--- config.mk ---
export PLATFORM = sky130hd
export DESIGN_NAME = usl_core
export DESIGN_NICKNAME = d
export VERILOG_FILES = /design/src/logic/usl_pkg.sv /design/src/logic/usl_core.sv
export SDC_FILE = /design/constraint.sdc
export NUM_CORES = 1
export LEC_CHECK = 0
export ABC_AREA = 1
export BUFFER_PORTS_ARGS = -buffer_cell sky130_fd_sc_hd__buf_4
export CORE_MARGIN = 2
export CORE_UTILIZATION = 25
export DETAILED_ROUTE_END_ITERATION = 10
export PLACE_DENSITY_LB_ADDON = 0.15
export SKIP_CTS_REPAIR_TIMING = 1
export SYNTH_ARGS = -nofsm -noshare
export SYNTH_HDL_FRONTEND = slang
export SYNTH_SLANG_ARGS = --single-unit
--- constraint.sdc ---
create_clock -name sys_clk -period 1.82 [get_ports sys_clk]
set_input_delay 0.364 -clock sys_clk [delete_from_list [all_inputs] [get_ports sys_clk]]
set_output_delay 0.364 -clock sys_clk [all_outputs]
set_load 0.005 [all_outputs]
--- src/logic/usl_pkg.sv ---
package usl_pkg;

    // ************************************************************
    // Register addresses on the three host address lines
    // ************************************************************
    localparam logic [2:0] ADDR_DATA = 3'h0;
    localparam logic [2:0] ADDR_IEN = 3'h1;
    localparam logic [2:0] ADDR_ISTAT = 3'h2;
    localparam logic [2:0] ADDR_LFC = 3'h3;
    localparam logic [2:0] ADDR_MLC = 3'h4;
    localparam logic [2:0] ADDR_LCS = 3'h5;
    localparam logic [2:0] ADDR_MIS = 3'h6;
    localparam logic [2:0] ADDR_SCR = 3'h7;

    // ************************************************************
    // Field positions and key values
    // ************************************************************
    localparam int LFC_DIV_BIT = 7;
    localparam logic [7:0] LFC_ENH_KEY = 8'hBF;
    localparam int IEN_SLEEP_BIT = 4;
    localparam int EFC_ENH_BIT = 4;
    localparam int MLC_DTR_BIT = 0;
    localparam int MLC_RTS_BIT = 1;
    localparam int MLC_LOOP_BIT = 4;
    localparam int MLC_IR_BIT = 6;
    localparam logic [3:0] ISTAT_NONE = 4'h1;
    localparam logic [3:0] ISTAT_WAKE = 4'h1;
    localparam logic [7:0] ZERO8 = 8'h00;
    localparam logic [7:0] RST_LFC = 8'h00;
    localparam logic [3:0] ZERO4 = 4'h0;

    // ************************************************************
    // Oscillator restart time
    // ************************************************************
    localparam int OSC_START_NS = 2000;
    localparam int CLK_PERIOD_NS = 10;
    localparam int OSC_START_CYC =
        (OSC_START_NS + CLK_PERIOD_NS - 1) / CLK_PERIOD_NS;

    typedef struct packed {
        logic cts;
        logic dsr;
        logic ring_indicator_in;
        logic carrier_detect_in;
    } usl_modem_t;

    typedef struct packed {
        logic rd;
        logic wr;
        logic [2:0] addr;
        logic [7:0] wdata;
    } usl_hreq_t;

    typedef enum logic [1:0] {
        PWR_RUN,
        PWR_SLEEP,
        PWR_WARM
    } usl_pwr_t;

endpackage : usl_pkg

--- src/logic/usl_core.sv ---
`timescale 1ns/10ps
// Operation
// (RL1) Sleep needs no pending interrupt, sleep enable, zero modem deltas, rx high.
// (RL2) Asleep, the crystal oscillator halts and clocked activity stops.
// (RL3) A falling edge on receive input wakes the device.
// (RL4) A host write to transmit holding wakes the device.
// (RL5) Any change on the four modem inputs wakes the device.
// (RL6) Wake raises interrupt reading 0x1 low nibble; status read clears it.
// (RL7) After servicing the waking cause, sleep resumes automatically.
// (RL8) Host must read modem status to clear modem change before sleeping.
// (RL9) Never sleep while any interrupt is pending.
// (RL10) Keep cycling through sleep until host clears sleep enable.
// (RL11) In infrared mode only clearing sleep enable ends sleep.
// (RL12) Modem control bit 4 selects internal loopback; rest works normally.
// (RL13) In loopback transmit shift output feeds receive shift input.
// (RL14) In loopback tx pin high, rts and dtr deasserted, modem inputs ignored.
// (RL15) No automatic rts/cts flow control during loopback.
// (RL16) Three address lines; enhanced page only while line control is 0xBF.
// (RL17) Line control bit 7 clear: address 0 reads receive, writes transmit.
// (RL18) Divisor page: addresses 0 and 1 are divisor low and high.
// (RL19) Both divisors zero: reads give revision and identity codes.
// (RL20) Enhanced bit set: status addresses write extra feature, pulse width.
// (RL21) Key page: address 2 enhanced function, 4 to 7 flow characters.
// (RL22) Line control at address 3 is reachable on every page.
// (RL23) Modem control bit 6 selects infrared mode.
// (RL24) After wake, hold logic idle until oscillator restart time passes.
// (RL25) Wake indication tracked apart from no-interrupt-pending state.
module usl_core #(
    parameter logic [7:0] REV_CODE = 8'h5A, // Arbitrary value
    parameter logic [7:0] ID_CODE = 8'hA5, // Arbitrary value
    parameter int WARM_CYC = usl_pkg::OSC_START_CYC
) (
    input wire logic sys_clk, // System clock
    input wire logic srst, // Synchronous reset
    input wire usl_pkg::usl_hreq_t host_req, // Host bus request
    output logic [7:0] host_rdata, // Host read data
    input wire logic rx_pin, // Serial receive pin
    output logic tx_pin, // Serial transmit pin
    input wire usl_pkg::usl_modem_t modem_pin_n, // Modem inputs, low active
    output logic rts_out_n, // Request to send, low active
    output logic dtr_out_n, // Terminal ready, low active
    input wire logic tsr_out, // Transmit shift register output
    output logic rsr_in, // Receive shift register input
    input wire logic auto_rts_req, // Datapath auto flow control rts
    output logic auto_flow_en, // Auto rts/cts allowed
    input wire logic [7:0] rx_data, // Receive holding byte
    output logic rx_pop, // Receive holding read strobe
    output logic [7:0] tx_data, // Transmit holding byte
    output logic tx_push, // Transmit holding write strobe
    input wire logic [7:0] line_status, // Line condition status
    input wire logic [3:0] istat_src, // Datapath interrupt source code
    input wire logic dp_irq, // Datapath interrupt pending
    output logic irq, // Interrupt output
    output logic osc_run, // Oscillator enable
    output logic crystal_output_pin, // Crystal output
    output logic logic_run, // Internal clocked logic enable
    output logic ir_mode, // Infrared mode select
    output logic [7:0] baud_div_low, // Divisor low
    output logic [7:0] baud_div_high, // Divisor high
    output logic [7:0] enhanced_function_control, // Enhanced function
    output logic [7:0] extra_feature_control, // Extra feature
    output logic [7:0] optical_pulse_width, // Infrared pulse width
    output logic [7:0] queue_control, // Queue control
    output logic [7:0] resume_char_first, // Flow char
    output logic [7:0] resume_char_second, // Flow char
    output logic [7:0] suspend_char_first, // Flow char
    output logic [7:0] suspend_char_second // Flow char
);

    // ************************************************************
    // Pin synchronisers
    // ************************************************************
    logic [2:0] rx_sync;
    logic [2:0] mdm_sync [4];
    logic rx_stable;
    usl_pkg::usl_modem_t mdm_stable;

    always_ff @(posedge sys_clk) begin
        if (srst) begin
            rx_sync <= 3'h7;
            rx_stable <= 1'b1;
        end else begin
            rx_sync <= {rx_sync[1:0], rx_pin};
            if (rx_sync[1] == rx_sync[2]) begin
                rx_stable <= rx_sync[2];
            end
        end
    end

    for (genvar g = 0; g < 4; g++) begin : g_msync
        always_ff @(posedge sys_clk) begin
            if (srst) begin
                mdm_sync[g] <= 3'h7;
                mdm_stable[g] <= 1'b1;
            end else begin
                mdm_sync[g] <= {mdm_sync[g][1:0], modem_pin_n[g]};
                if (mdm_sync[g][1] == mdm_sync[g][2]) begin
                    mdm_stable[g] <= mdm_sync[g][2];
                end
            end
        end
    end

    // ************************************************************
    // Registers
    // ************************************************************
    logic [7:0] line_format_control;
    logic [7:0] interrupt_enables;
    logic [7:0] modem_line_control;
    logic [7:0] scratch_byte;
    logic [3:0] mdm_delta;
    logic [3:0] mdm_prev;
    logic wake_pend;
    usl_pkg::usl_pwr_t pwr;
    logic [$clog2(WARM_CYC + 1)-1:0] warm_cnt;

    wire div_page = line_format_control[usl_pkg::LFC_DIV_BIT]
        && (line_format_control != usl_pkg::LFC_ENH_KEY); // [RL18]
    wire key_page = line_format_control == usl_pkg::LFC_ENH_KEY; // [RL16]
    wire std_page = !line_format_control[usl_pkg::LFC_DIV_BIT]; // [RL17]
    wire enh_on = enhanced_function_control[usl_pkg::EFC_ENH_BIT];
    wire div_zero = (baud_div_low == usl_pkg::ZERO8)
        && (baud_div_high == usl_pkg::ZERO8);
    wire loopback = modem_line_control[usl_pkg::MLC_LOOP_BIT]; // [RL12]
    wire sleep_en = interrupt_enables[usl_pkg::IEN_SLEEP_BIT];
    wire wr = host_req.wr;
    wire rd = host_req.rd;
    wire [2:0] a = host_req.addr;

    // Loopback holds modem inputs idle, pins ignored
    wire [3:0] mdm_view = loopback ? 4'hF : mdm_stable; // [RL14]

    wire wr_lfc = wr && a == usl_pkg::ADDR_LFC; // [RL22]
    wire wr_txh = wr && std_page && a == usl_pkg::ADDR_DATA; // [RL17]
    wire wr_dvl = wr && div_page && a == usl_pkg::ADDR_DATA; // [RL18]
    wire wr_dvh = wr && div_page && a == usl_pkg::ADDR_IEN;
    wire wr_ien = wr && std_page && a == usl_pkg::ADDR_IEN;
    wire wr_qcr = wr && std_page && a == usl_pkg::ADDR_ISTAT;
    wire wr_mlc = wr && std_page && a == usl_pkg::ADDR_MLC;
    wire wr_xfr = wr && std_page && enh_on
        && a == usl_pkg::ADDR_LCS; // [RL20]
    wire wr_ipw = wr && std_page && enh_on && a == usl_pkg::ADDR_MIS;
    wire wr_scb = wr && std_page && a == usl_pkg::ADDR_SCR;
    wire wr_efc = wr && key_page && a == usl_pkg::ADDR_ISTAT; // [RL21]
    wire wr_x1 = wr && key_page && a == usl_pkg::ADDR_MLC;
    wire wr_x2 = wr && key_page && a == usl_pkg::ADDR_LCS;
    wire wr_x3 = wr && key_page && a == usl_pkg::ADDR_MIS;
    wire wr_x4 = wr && key_page && a == usl_pkg::ADDR_SCR;
    wire rd_istat = rd && std_page && a == usl_pkg::ADDR_ISTAT;
    wire rd_mis = rd && std_page && a == usl_pkg::ADDR_MIS; // [RL8]

    wire [3:0] mdm_chg = mdm_view ^ mdm_prev;
    wire irq_any = dp_irq || wake_pend; // [RL25]
    wire sleep_ok = !irq_any && sleep_en && mdm_delta == usl_pkg::ZERO4
        && rx_stable; // [RL1] [RL9]
    wire rx_fall = !rx_stable && rx_sync[2] == 1'b0;
    wire wake_evt = ir_mode ? 1'b0
        : (rx_fall || wr_txh || (mdm_chg != usl_pkg::ZERO4)); // [RL11]

    always_ff @(posedge sys_clk) begin
        if (srst) begin
            line_format_control <= usl_pkg::RST_LFC;
            interrupt_enables <= usl_pkg::ZERO8;
            modem_line_control <= usl_pkg::ZERO8;
            scratch_byte <= usl_pkg::ZERO8;
            baud_div_low <= usl_pkg::ZERO8;
            baud_div_high <= usl_pkg::ZERO8;
            enhanced_function_control <= usl_pkg::ZERO8;
            extra_feature_control <= usl_pkg::ZERO8;
            optical_pulse_width <= usl_pkg::ZERO8;
            queue_control <= usl_pkg::ZERO8;
            resume_char_first <= usl_pkg::ZERO8;
            resume_char_second <= usl_pkg::ZERO8;
            suspend_char_first <= usl_pkg::ZERO8;
            suspend_char_second <= usl_pkg::ZERO8;
            tx_data <= usl_pkg::ZERO8;
        end else begin
            if (wr_lfc) line_format_control <= host_req.wdata;
            if (wr_ien) interrupt_enables <= host_req.wdata; // [RL10]
            if (wr_mlc) modem_line_control <= host_req.wdata;
            if (wr_scb) scratch_byte <= host_req.wdata;
            if (wr_dvl) baud_div_low <= host_req.wdata;
            if (wr_dvh) baud_div_high <= host_req.wdata;
            if (wr_efc) enhanced_function_control <= host_req.wdata;
            if (wr_xfr) extra_feature_control <= host_req.wdata;
            if (wr_ipw) optical_pulse_width <= host_req.wdata;
            if (wr_qcr) queue_control <= host_req.wdata;
            if (wr_x1) resume_char_first <= host_req.wdata;
            if (wr_x2) resume_char_second <= host_req.wdata;
            if (wr_x3) suspend_char_first <= host_req.wdata;
            if (wr_x4) suspend_char_second <= host_req.wdata;
            if (wr_txh) tx_data <= host_req.wdata;
        end
    end

    // ************************************************************
    // Modem deltas, wake flag and power state
    // ************************************************************
    // Set beats the read clear so a change at the read is not lost
    always_ff @(posedge sys_clk) begin
        if (srst) begin
            mdm_prev <= 4'hF;
            mdm_delta <= usl_pkg::ZERO4;
            wake_pend <= 1'b0;
        end else begin
            mdm_prev <= mdm_view;
            mdm_delta <= (rd_mis ? usl_pkg::ZERO4 : mdm_delta)
                | mdm_chg; // [RL8]
            if (pwr == usl_pkg::PWR_SLEEP && wake_evt && sleep_en) begin
                wake_pend <= 1'b1; // [RL6]
            end else if (rd_istat) begin
                wake_pend <= 1'b0; // [RL6]
            end
        end
    end

    always_ff @(posedge sys_clk) begin
        if (srst) begin
            pwr <= usl_pkg::PWR_RUN;
            warm_cnt <= '0;
        end else begin
            unique case (pwr)
                usl_pkg::PWR_RUN: begin
                    if (sleep_ok) pwr <= usl_pkg::PWR_SLEEP; // [RL7] [RL10]
                end
                usl_pkg::PWR_SLEEP: begin
                    if (!sleep_en || wake_evt) begin // [RL3] [RL4] [RL5]
                        pwr <= usl_pkg::PWR_WARM;
                        warm_cnt <= '0;
                    end
                end
                usl_pkg::PWR_WARM: begin
                    warm_cnt <= warm_cnt + 1'b1;
                    if (warm_cnt == ($bits(warm_cnt))'(WARM_CYC - 1)) begin
                        pwr <= usl_pkg::PWR_RUN; // [RL24]
                    end
                end
            endcase
        end
    end

    // ************************************************************
    // Outputs and read mux
    // ************************************************************
    // Host bus stays live in sleep so a transmit holding write can wake it
    assign osc_run = pwr != usl_pkg::PWR_SLEEP; // [RL2]
    assign crystal_output_pin = osc_run & sys_clk; // [RL2]
    assign logic_run = pwr == usl_pkg::PWR_RUN; // [RL2] [RL24]
    assign irq = irq_any;
    assign ir_mode = modem_line_control[usl_pkg::MLC_IR_BIT]; // [RL23]
    assign tx_pin = loopback ? 1'b1 : tsr_out; // [RL14]
    assign rsr_in = loopback ? tsr_out : rx_stable; // [RL13]
    assign auto_flow_en = !loopback; // [RL15]
    assign rts_out_n = loopback ? 1'b1
        : !(modem_line_control[usl_pkg::MLC_RTS_BIT]
            || (auto_flow_en && auto_rts_req)); // [RL14] [RL15]
    assign dtr_out_n = loopback ? 1'b1
        : !modem_line_control[usl_pkg::MLC_DTR_BIT]; // [RL14]
    assign tx_push = wr_txh; // [RL4]
    assign rx_pop = rd && std_page && a == usl_pkg::ADDR_DATA;

    wire [3:0] isrc = dp_irq ? istat_src
        : (wake_pend ? usl_pkg::ISTAT_WAKE : usl_pkg::ISTAT_NONE); // [RL6]
    wire [7:0] mis_val = {~mdm_view[0], ~mdm_view[1],
        ~mdm_view[2], ~mdm_view[3], mdm_delta};
    logic [7:0] next_rdata;

    always_comb begin
        next_rdata = usl_pkg::ZERO8;
        if (a == usl_pkg::ADDR_LFC) begin
            next_rdata = line_format_control; // [RL22]
        end else if (key_page) begin
            unique case (a)
                usl_pkg::ADDR_ISTAT: next_rdata = enhanced_function_control;
                usl_pkg::ADDR_MLC: next_rdata = resume_char_first; // [RL21]
                usl_pkg::ADDR_LCS: next_rdata = resume_char_second;
                usl_pkg::ADDR_MIS: next_rdata = suspend_char_first;
                usl_pkg::ADDR_SCR: next_rdata = suspend_char_second;
                default: next_rdata = usl_pkg::ZERO8;
            endcase
        end else if (div_page && a == usl_pkg::ADDR_DATA) begin
            next_rdata = div_zero ? REV_CODE : baud_div_low; // [RL19]
        end else if (div_page && a == usl_pkg::ADDR_IEN) begin
            next_rdata = div_zero ? ID_CODE : baud_div_high; // [RL19]
        end else if (std_page) begin
            unique case (a)
                usl_pkg::ADDR_DATA: next_rdata = rx_data; // [RL17]
                usl_pkg::ADDR_IEN: next_rdata = interrupt_enables;
                usl_pkg::ADDR_ISTAT: next_rdata = {4'h0, isrc};
                usl_pkg::ADDR_MLC: next_rdata = modem_line_control;
                usl_pkg::ADDR_LCS: next_rdata = line_status; // [RL20]
                usl_pkg::ADDR_MIS: next_rdata = mis_val; // [RL20]
                usl_pkg::ADDR_SCR: next_rdata = scratch_byte;
                default: next_rdata = usl_pkg::ZERO8;
            endcase
        end
    end

    always_ff @(posedge sys_clk) begin
        if (srst) host_rdata <= usl_pkg::ZERO8;
        else if (rd) host_rdata <= next_rdata;
    end

endmodule : usl_core

==> implementation parameters, run 1 <==
Parameter                              Value

STA
  Post-route clock skew    0.253 ns
  Final sum of negative setup slack    0 ns
  Final slew viol count    0
  Headroom to the max-slew limit    73.2%
  RSZ-0062 raised after global routing    true
  Transition time of the tightest slew-check pin    0.401 ns
  Final number of hold-violating endpoints    0
  Total setup violations reported at the end of the flow    0

Placed design
  Number of buffers added on ports    150
  Detailed placement HPWL    19,800 um
  Routability-driven placement congestion ratio    0.845

Global routing
  GRT Overall Usage    17.6%
  Maximum number of pins on one net before global-route repair    71
  Global-route wire length before repair    42,300 um
  Global route total overflow    0
  Antenna violations before repair    1
  Number of global-route vias before repair    7,054

Clock tree
  TritonCTS clock tree    done
  Max Buffers Root-to-Sink    2
  Root buffer cell    sky130_fd_sc_hd__clkbuf_16
  H-tree level count    4
  Clock-pin slew on the worst setup and hold paths    0.08 ns
  Total clock buffers created by CTS    17
  Clock latency at the later pin of the worst-skew pair    0.59 ns

Synthesis
  Area share of fa/ha/maj cells after synthesis    less than 1%
  Top FF cell, synth    sky130_fd_sc_hd__dfxtp_1
  Syn. warnings    0
  Multiplexer area fraction after synthesis    0%
  Seq/Total Area, Yosys    43.9%
  Post-synth top area share    43.9%
  Largest family of logic cells by synthesized area    simple AND/OR/NAND/NOR gates
  Top-count cell post-synth    sky130_fd_sc_hd__nor2_1
  Post-Synth XOR/XNOR Area    0.805%
  Cells taking the most area after synthesis    sky130_fd_sc_hd__dfxtp_1 (44%), sky130_fd_sc_hd__nor2_1 (11%), sky130_fd_sc_hd__o21ai_0 (8.5%)
  Fraction of registers with async set/reset    0%
  Distinct cell type count of the synthesized netlist    38
  Number of standard cells after synthesis    1,070
  Number of synthesized flops with an enable pin    0
  Simple-gate area share of the yosys netlist    about a third
  Largest area contributor in the netlist    sky130_fd_sc_hd__dfxtp_1
  Leading post-synthesis cells by instance count    sky130_fd_sc_hd__nor2_1 (218), sky130_fd_sc_hd__dfxtp_1 (167), sky130_fd_sc_hd__nand2_1 (159), sky130_fd_sc_hd__o21ai_0 (130), sky130_fd_sc_hd__inv_1 (75)
  Mean instance size in the synthesized netlist    approximately 7.1 um2
  Compound-cell area share of the yosys netlist    between 10 and 15%
  Synth Net Count    1,117
  Seq cells post-synth    167
  Netlist area before placement    0.00762 mm2

Power and ir drop
  Worst VDD drop    442 uV
  Power per cell area    about 900 mW/mm2
  Leakage dissipation    4.42 nW

Final layout
  Flip-flop count of the largest register after layout    12
  Number of inserted diodes    0
  Layout cell share with drive strength beyond 1    25.0%
  Layout-stage area growth over the synthesis result    33.0%
  Fin util    34.0%
  Register name with the most flops    mdm_sync
  Net count reported at finish    1,294

Critical path
  Element type at the critical path start    clock port
  Kind of end point of the critical path    output pin
  Critical path data arrival time    between 1 and 1.5 ns
  Maximum fanout along the worst path    12
  Critical Setup Path Class    clk -> out
  Req. time, crit path    1.46 ns

Detailed routing
  Aggregate routed wire length    approximately 28,000 um
  Routed Antenna Nets    0
  Routed vias    between 7,000 and 8,000
  Starting DRC count in detailed routing    686
  Number of design rule violations left after detail routing    0
  Via-per-instance ratio    4.62
  DR pass1 iterations    5
  Average wire length per cell after detail routing    16.8 um

Die
  Die Ht    179 um
  Count of pins on the block boundary    151
  Die area    between 0.03 and 0.04 mm2
  Initial core utilization    25.6%
  Num rows    63
  Width of the chip    179 um
  Floorplan core area    0.0298 mm2

Flow run
  Max-Cap Viols    0

Run status
  Status    finished, final reports clean

Hold path
  Hold WC Path Type    in -> reg
==> metrics by stage <==
step	setup WS, ns	hold WS [ns]	total power, mW	cell area [um2]	instances
after CTS	-0.142	0.0920	8.53	9990	1638
after floorplan	0.304	0.389	4.29	7620	1070
after detailed placement	-0.0754	0.397	4.73	9390	1606
after global placement	-0.0684	0.394	4.73	9390	1606
final	0.0165	0.188	8.87	10100	1650
after global routing	-0.00739	0.177	9.23	10100	1650
==> cell families (layout without fill, tap and decap cells) <==
kind of cell,count (synthesis),count (layout)
XOR/XNOR,7,7
flip-flops,167,167
AO/OA/AOI/OAI,215,215
adder cells (fa/ha/maj),5,5
AND/OR/NAND/NOR,534,534
buffers and inverters,142,332
==> path summary, 6_finish.rpt <==
path,to,from,slack [ns],depth (start not counted)
max,crystal_output_pin,sys_clk,0.02,5
min,queue_control[4],host_req[4],0.19,3
max reg2reg,host_rdata[6],line_format_control[0],0.14,10
min reg2reg,mdm_sync[0][1],mdm_sync[0][0],0.41,1
==> cell type report <==
| class | instances | area (um2) |
|---|---|---|
| clock buffers | 30 | 523 |
| repair buffers | 203 | 1580 |
| well taps | 390 | 488 |
| clock inverters | 16 | 188 |
| multi-input cells | 761 | 3690 |
| flip-flops and latches | 167 | 3350 |
| inverters | 83 | 314 |
| fillers | 3251 | 19700 |
==> routing by layer <==
| metal | global-route usage, % | routed length, um |
|---|---|---|
| met4 | 3.73 | 273 |
| met3 | 3.79 | 1680 |
| met1 | 25.3 | 13600 |
| met2 | 26.7 | 12200 |
| met5 | 0 | 0 |
==> cell usage in the layout, fill, tap and decap left out, drive strengths merged <==
cell type | synthesis | layout
nor2 | 234 | 234
buf | 29 | 216
dfxtp | 167 | 167
nand2 | 164 | 164
o21ai | 137 | 137
inv | 83 | 90
nand3 | 75 | 75
a21oi | 71 | 71
nand4 | 33 | 33
or2 | 18 | 18
clkbuf | 29 | 17
nor3 | 9 | 9
clkinv | 1 | 7
o21bai | 5 | 5
xor2 | 4 | 4
ha | 4 | 4
xnor2 | 3 | 3
maj3 | 1 | 1
a41oi | 1 | 1
nor4 | 1 | 1
a21boi | 1 | 1
bufinv | 0 | 1
clkinvlp | 0 | 1
==> power breakdown <==
group | leakage, nW | total, mW | internal, mW | switching, mW
Combinational | 2.70 | 0.827 | 0.301 | 0.526
Sequential | 1.35 | 3.77 | 3.72 | 0.0430
Clock | 0.363 | 4.27 | 2.37 | 1.91
Total | 4.42 | 8.87 | 6.39 | 2.47
==> critical path: stages <==
cell	delay [ns]
sky130_fd_sc_hd__clkbuf_16	0.16
sky130_fd_sc_hd__clkbuf_16	0.17
sky130_fd_sc_hd__clkinv_4	0.04
sky130_fd_sc_hd__nor2_2	0.02
sky130_fd_sc_hd__buf_4	0.13
Note: power is estimated with default switching activity, not from simulation.
==> run 2: changes to the inputs <==
ABC_AREA = not set   (was 1)
==> implementation parameters, run 2 <==
Parameter                              Value

Critical path
  Cell type with the highest occurrence count on the critical path    sky130_fd_sc_hd__buf_6
  Critical Setup Path Class    reg -> out
  Buffers and inverters on the worst path    3 (-1)
  Cells along the critical path    buf_6 > buf_6 > mux2_4 > buf_6
  Element type at the critical path start    flop
  Worst-case register-to-register setup slack    -0.10 ns (-0.24 ns)
  Slowest cell on the critical path    sky130_fd_sc_hd__dfxtp_4
  Stage delay of the slowest cell on the critical path    0.38 ns (+0.21 ns)
  Critical path endpoint    rsr_in
  Family of cells with the greatest summed delay on the critical path    flip-flops
  Critical path data arrival time    1.58 ns (+0.14 ns)
  Instance count on the critical path    4 (-1)
  Reg2reg end    warm_cnt[0]
  Maximum fanout along the worst path    5 (-7)
  Kind of end point of the critical path    output pin
  Cell count of the worst reg-to-reg path    8 (-2)
  Reg2reg start    modem_line_control[4]
  Critical Path Start    modem_line_control[4]
  Req. time, crit path    1.46 ns (about the same)

Synthesis
  Number of synthesized flops with an enable pin    0 (unchanged)
  Top FF cell, synth    sky130_fd_sc_hd__dfxtp_1
  Syn. warnings    0 (unchanged)
  Seq cells post-synth    167 (unchanged)
  Number of standard cells after synthesis    837 (-22%)
  Mean instance size in the synthesized netlist    8.87 um2 (+25%)
  Seq/Total Area, Yosys    45.0% (+1.1 points)
  Top-count cell post-synth    sky130_fd_sc_hd__dfxtp_1
  Leading post-synthesis cells by instance count    sky130_fd_sc_hd__dfxtp_1 (167), sky130_fd_sc_hd__nor2_1 (127), sky130_fd_sc_hd__mux2i_1 (99), sky130_fd_sc_hd__nand2_1 (79), sky130_fd_sc_hd__a21oi_1 (63)
  Post-synth top area share    45.0% (+1.1 points)
  Multiplexer area fraction after synthesis    17.1% (+17 points)
  Largest family of logic cells by synthesized area    simple AND/OR/NAND/NOR gates
  Compound-cell area share of the yosys netlist    13.1% (-1.4 points)
  Fraction of registers with async set/reset    0% (unchanged)
  Simple-gate area share of the yosys netlist    19.2% (-13 points)
  Cells taking the most area after synthesis    sky130_fd_sc_hd__dfxtp_1 (45%), sky130_fd_sc_hd__mux2i_1 (13%), sky130_fd_sc_hd__nor2_1 (6.4%)
  Post-Synth XOR/XNOR Area    0.472% (-0.33 points)
  Area share of fa/ha/maj cells after synthesis    0.674% (-0.11 points)
  Netlist area before placement    0.00743 mm2 (-2.5%)
  Largest area contributor in the netlist    sky130_fd_sc_hd__dfxtp_1
  Synth Net Count    884 (-21%)
  Distinct cell type count of the synthesized netlist    60 (+58%)

Placed design
  Setup slack after placement    -0.379 ns (-0.303 ns)
  Routability-driven placement congestion ratio    0.865 (+2.4%)
  Area post-placement    0.00986 mm2 (+5.0%)
  Detailed placement HPWL    20,300 um (+2.5%)
  Number of buffers added on ports    150 (unchanged)

STA
  Final slew viol count    0 (unchanged)
  RSZ-0062 raised after global routing    true
  Post-route clock skew    0.0150 ns (-0.238 ns)
  Achievable frequency    around 0.51 GHz
  Transition time of the tightest slew-check pin    0.614 ns (+0.213 ns)
  Headroom to the max-slew limit    59.1% (-14 points)
  Worst setup slack after layout    -0.128 ns (-0.144 ns)
  Final sum of negative setup slack    -0.898 ns (-0.898 ns)
  Total setup violations reported at the end of the flow    12 (+12)
  Final number of hold-violating endpoints    0 (unchanged)
  Minimum period implied by the final worst setup slack    between 1.5 and 2 ns
  Portion of the clock cycle consumed by the worst path in the final layout    107%

Power and ir drop
  Worst VDD drop    626 uV (+42%)
  Share of total power in the clock network    45.5% (-2.7 points)
  Net switching power    2.38 mW (-3.7%)
  Leakage dissipation    4.61 nW (+4.4%)
  Sequential power share    41.4% (-1.1 points)
  Part of the total power dissipated in combinational logic    13.2% (+3.9 points)
  Internal power consumption    6.76 mW (+5.7%)
  Power per cell area    823 mW/mm2 (-5.9%)
  Switching Share    26.1% (-1.8 points)

Run status
  Status    finished with violations
  Failing checks    setup timing

Detailed routing
  Routed vias    7,090 (-6.9%)
  Number of design rule violations left after detail routing    0 (unchanged)
  Average wire length per cell after detail routing    19.2 um (+14%)
  Routed Antenna Nets    0 (unchanged)
  Aggregate routed wire length    28,800 um (+3.5%)
  Via-per-instance ratio    4.73 (+2.5%)
  Starting DRC count in detailed routing    558 (-19%)
  DR pass1 iterations    5 (unchanged)

Final layout
  Filler Cells Inserted    3,085 (-5.1%)
  Layout-stage area growth over the synthesis result    49.5%
  Layout cell share with drive strength beyond 1    38.8% (+14 points)
  Area of the multi-input gates    0.00409 mm2 (+11%)
  Commonest non-fill, non-tap cell in the layout    sky130_fd_sc_hd__buf_4
  Sequential cell area in the final layout    0.00336 mm2 (+0.45%)
  Fin util    37.6% (+3.6 points)
  Net count reported at finish    1,143 (-12%)
  Flip-flop count of the largest register after layout    12 (unchanged)
  Final std cell area, no fill    0.0111 mm2 (+9.6%)
  Register name with the most flops    mdm_sync
  Number of inserted diodes    0 (unchanged)
  Most used cells in the layout excluding fill and tap cells    sky130_fd_sc_hd__buf_4 (267), sky130_fd_sc_hd__dfxtp_1 (159), sky130_fd_sc_hd__nor2_1 (122)

Clock tree
  Clock-pin slew on the worst setup and hold paths    0.07 ns (about the same)
  Clock latency at the later pin of the worst-skew pair    0.56 ns (-0.03 ns)
  TritonCTS clock tree    done

Die
  Floorplan core area    0.0295 mm2 (-1.1%)
  Num rows    63 (unchanged)
  Count of pins on the block boundary    151 (unchanged)
  Die Ht    176 um (-1.2%)
  Width of the chip    176 um (-1.2%)
  Initial core utilization    25.2% (-0.38 points)
  Die area    0.0311 mm2 (-2.5%)

Global routing
  Global route total overflow    0 (unchanged)
  Maximum number of pins on one net before global-route repair    51 (-28%)
  Antenna violations before repair    0 (-1)
  Number of global-route vias before repair    6,765 (-4.1%)
  Global-route wire length before repair    42,600 um (+0.83%)
  GRT Overall Usage    18.5% (+0.96 points)

Hold path
  Hold WC Path Type    in -> reg

Flow run
  Max-Cap Viols    0 (unchanged)
-- run 2: changes by cell type after synthesis, sizes merged, moves of 52 or more --
cell	change
nand3	-52
inv	-64
nand2	-85
nor2	-103
mux2i	+99
o21ai	-93
-- run 2: worst min path at each step --
stage	start	end	cells past startpoint
floorplan	mdm_sync[0][0]	mdm_sync[0][1]	1
finish	srst	mdm_delta[0]	2
CTS	modem_pin_n[2]	mdm_sync[2][0]	2
detailed placement	mdm_sync[3][0]	mdm_sync[3][1]	1
global route	srst	mdm_delta[0]	2
global placement	mdm_sync[3][0]	mdm_sync[3][1]	1
-- run 2: layer usage --
layer | part of all wire (%) | routed length (um) | vias to the layer above | GRT usage (%)
met2 | 46 | 13400 | 200 | 28.9
met1 | 46 | 13100 | 3416 | 25.0
met3 | 6.3 | 1820 | 27 | 5.15
met5 | 0 | 0 | - | 0
li1 | - | - | 3447 | -
met4 | 1.7 | 486 | 0 | 5.23
-- run 2: area by class of cell --
cell class | instances | share of cell area [%]
Multi-Input combinational cell | 591 | 36.9
Tap cell | 390 | 4.40
Timing Repair Buffer | 295 | 21.6
Sequential cell | 167 | 30.3
Clock buffer | 24 | 4.95
Clock inverter | 12 | 1.24
Inverter | 20 | 0.699
-- run 2: kinds of logic after synthesis --
group,Yosys count
simple gates,306
flops,167
compound gates,163
mux,114
buf+inv,79
xor+xnor,4
fa+ha+maj,4
-- run 2: power by group through the flow --
stage / Combinational [mW] / Clock, mW / Sequential (mW)
6_report: 1.20 / 4.15 / 3.78
4_1_cts: 1.01 / 4.26 / 3.78
3_5_place_dp: 1.00 / 0.0508 / 3.86
5_1_grt: 1.30 / 4.40 / 3.79
3_3_place_gp: 1.00 / 0.0508 / 3.86
2_1_floorplan: 0.503 / 0.0201 / 3.84
-- run 2: stage by stage --
stage               std cells  hold WS (ns)  power, mW
global placement         1444         0.393       4.91
detailed placement       1444         0.394       4.91
CTS                      1479       -0.0250       9.05
global route             1499         0.182       9.49
floorplan                 837         0.389       4.37
finish                   1499         0.180       9.14
-- run 2: worst register-to-register path: cells and delay by family, from the launching register on --
kind                   cells  cell delay, ns
AOI/OAI and AO/OA          2            0.53
DFF                        1            0.38
muxes                      1            0.26
and+or+nand+nor            3            0.37
buffers and inverters      2            0.28
==> run 3: changes to the inputs <==
PLACE_DENSITY = 0.53   (was not set)
PLACE_DENSITY_LB_ADDON = not set   (was 0.15)
SETUP_SLACK_MARGIN = 0.2   (was not set)
==> implementation parameters, run 3 (same netlist as run 2, synthesis figures left out) <==
Parameter                              Value

Run status
  Status    finished with violations
  Failing checks    setup timing

Hold path
  Hold WC Path Type    in -> reg
  Number of stages on the worst hold path    2 (unchanged)
  Worst min-delay path startpoint    rx_pin
  Endpoint of the worst hold path    rx_sync[0]

Placed design
  Routability-driven placement congestion ratio    0.899 (+4.0%)
  Detailed placement HPWL    19,800 um (-2.5%)
  Number of buffers added on ports    150 (unchanged)

Detailed routing
  Routed Antenna Nets    0 (unchanged)
  Via-per-instance ratio    4.83 (+2.1%)
  Starting DRC count in detailed routing    514 (-7.9%)
  Aggregate routed wire length    28,200 um (-2.1%)
  DR pass1 iterations    6 (+1)
  Number of design rule violations left after detail routing    0 (unchanged)
  Average wire length per cell after detail routing    18.8 um (-2.3%)
  Routed vias    7,248 (+2.2%)

Global routing
  Maximum number of pins on one net before global-route repair    66 (+29%)
  GRT Overall Usage    17.8% (-0.74 points)
  Global route total overflow    0 (unchanged)
  Number of global-route vias before repair    6,838 (+1.1%)
  Antenna violations before repair    0 (unchanged)
  Global-route wire length before repair    41,300 um (-3.1%)

STA
  Final number of hold-violating endpoints    0 (unchanged)
  Post-Route Hold Slack    0.00716 ns (-0.173 ns)
  RSZ-0062 raised after global routing    true
  Minimum period implied by the final worst setup slack    1.98 ns (+0.0363 ns)
  Portion of the clock cycle consumed by the worst path in the final layout    109% (+2.0 points)
  Headroom to the max-slew limit    65.8% (+6.7 points)
  Post-route clock skew    0.0130 ns (-0.00197 ns)
  Final sum of negative setup slack    -0.736 ns (+0.162 ns)
  Total setup violations reported at the end of the flow    26 (+14)
  Transition time of the tightest slew-check pin    0.513 ns (-0.101 ns)
  Achievable frequency    0.504 GHz (-1.8%)
  Worst setup slack after layout    -0.164 ns (-0.0363 ns)
  Final slew viol count    0 (unchanged)

Critical path
  Critical Setup Path Class    reg -> out
  Critical path data arrival time    1.62 ns (+0.04 ns)
  Reg2reg start    modem_line_control[4]
  Worst-case register-to-register setup slack    -0.07 ns (+0.03 ns)
  Reg2reg end    warm_cnt[7]
  Kind of end point of the critical path    output pin
  Maximum fanout along the worst path    6 (+1)
  Cell count of the worst reg-to-reg path    7 (-1)
  Req. time, crit path    1.46 ns (about the same)
  Element type at the critical path start    flop

Final layout
  Layout-stage area growth over the synthesis result    51.9%
  Flip-flop count of the largest register after layout    12 (unchanged)
  Most used cells in the layout excluding fill and tap cells    sky130_fd_sc_hd__buf_4 (261), sky130_fd_sc_hd__dfxtp_1 (158), sky130_fd_sc_hd__nor2_1 (122)
  Register name with the most flops    mdm_sync
  Layout cell share with drive strength beyond 1    41.2% (+2.5 points)
  Fin util    38.3% (+0.61 points)
  Net count reported at finish    1,146 (+0.26%)
  Commonest non-fill, non-tap cell in the layout    sky130_fd_sc_hd__buf_4
  Number of inserted diodes    0 (unchanged)

Clock tree
  Clock-pin slew on the worst setup and hold paths    0.07 ns (about the same)
  Clock latency at the later pin of the worst-skew pair    0.55 ns (about the same)
  TritonCTS clock tree    done

Die
  Initial core utilization    25.2% (unchanged)
  Die area    0.0311 mm2 (unchanged)
  Num rows    63 (unchanged)
  Floorplan core area    0.0295 mm2 (unchanged)
  Count of pins on the block boundary    151 (unchanged)
  Die Ht    176 um (unchanged)
  Width of the chip    176 um (unchanged)

Flow run
  Max-Cap Viols    0 (unchanged)

Power and ir drop
  Power per cell area    808 mW/mm2 (-1.9%)
  Post-route total power    9.11 mW (-0.29%)
  Worst VDD drop    679 uV (+8.4%)
  Leakage dissipation    4.65 nW (+0.76%)
[run 3: cell count changes in the layout (fill, tap and decap cells not counted), moves of 4 or more]
cell / delta
sky130_fd_sc_hd__o21ai_1: +4
sky130_fd_sc_hd__inv_1: -5
sky130_fd_sc_hd__buf_4: -6
sky130_fd_sc_hd__nand2_1: -7
sky130_fd_sc_hd__buf_6: +7
sky130_fd_sc_hd__nand2_2: +4
sky130_fd_sc_hd__o21ai_0: -6
[run 3: area by class of cell]
class / count / area, um2
well taps: 390 / 488
flip-flops and latches: 167 / 3370
inverters: 20 / 87.6
fillers: 3019 / 18200
clock inverters: 13 / 120
repair buffers: 297 / 2460
clock buffers: 22 / 537
multi-input cells: 592 / 4220
[run 3: how the worst max path moves through the flow]
stage | startpoint | end | slack, ns | cells past startpoint
finish | line_format_control[7] | rx_pop | -0.16 | 5
global route | line_format_control[7] | rx_pop | -0.20 | 5
CTS | line_format_control[7] | rx_pop | -0.44 | 5
detailed placement | host_req[8] | host_rdata[2] | -0.33 | 5
global placement | host_req[8] | host_rdata[2] | -0.26 | 5
floorplan | mdm_prev[1] | warm_cnt[0] | 0.07 | 6
[run 3: metal layers]
layer / share of wire, % / track usage (%)
met1: 45 / 24.0
met2: 46 / 27.4
met3: 7.2 / 5.84
met4: 1.2 / 4.48
met5: 0 / 0
[run 3: critical path, cell delays in order (launching register included)]
cell and delay [ns]:
sky130_fd_sc_hd__dfxtp_4 0.38, sky130_fd_sc_hd__buf_12 0.13, sky130_fd_sc_hd__nand2b_4 0.14, sky130_fd_sc_hd__nor3_4 0.19
sky130_fd_sc_hd__buf_4 0.14, sky130_fd_sc_hd__buf_6 0.08
[run 3: per-stage QoR]
step           instance area [um2]  cells  setup WS [ns]
2_1_floorplan                 7670    837         0.0671
3_3_place_gp                  9970   1441         -0.260
3_5_place_dp                  9970   1441         -0.326
4_1_cts                      10600   1475         -0.441
5_1_grt                      11300   1501         -0.205
6_report                     11300   1501         -0.164
[run 3: where the power goes]
part	total [mW]	internal, mW	switching, mW
clock	4.00	2.32	1.68
sequential	3.79	3.73	0.0645
combinational	1.31	0.626	0.688
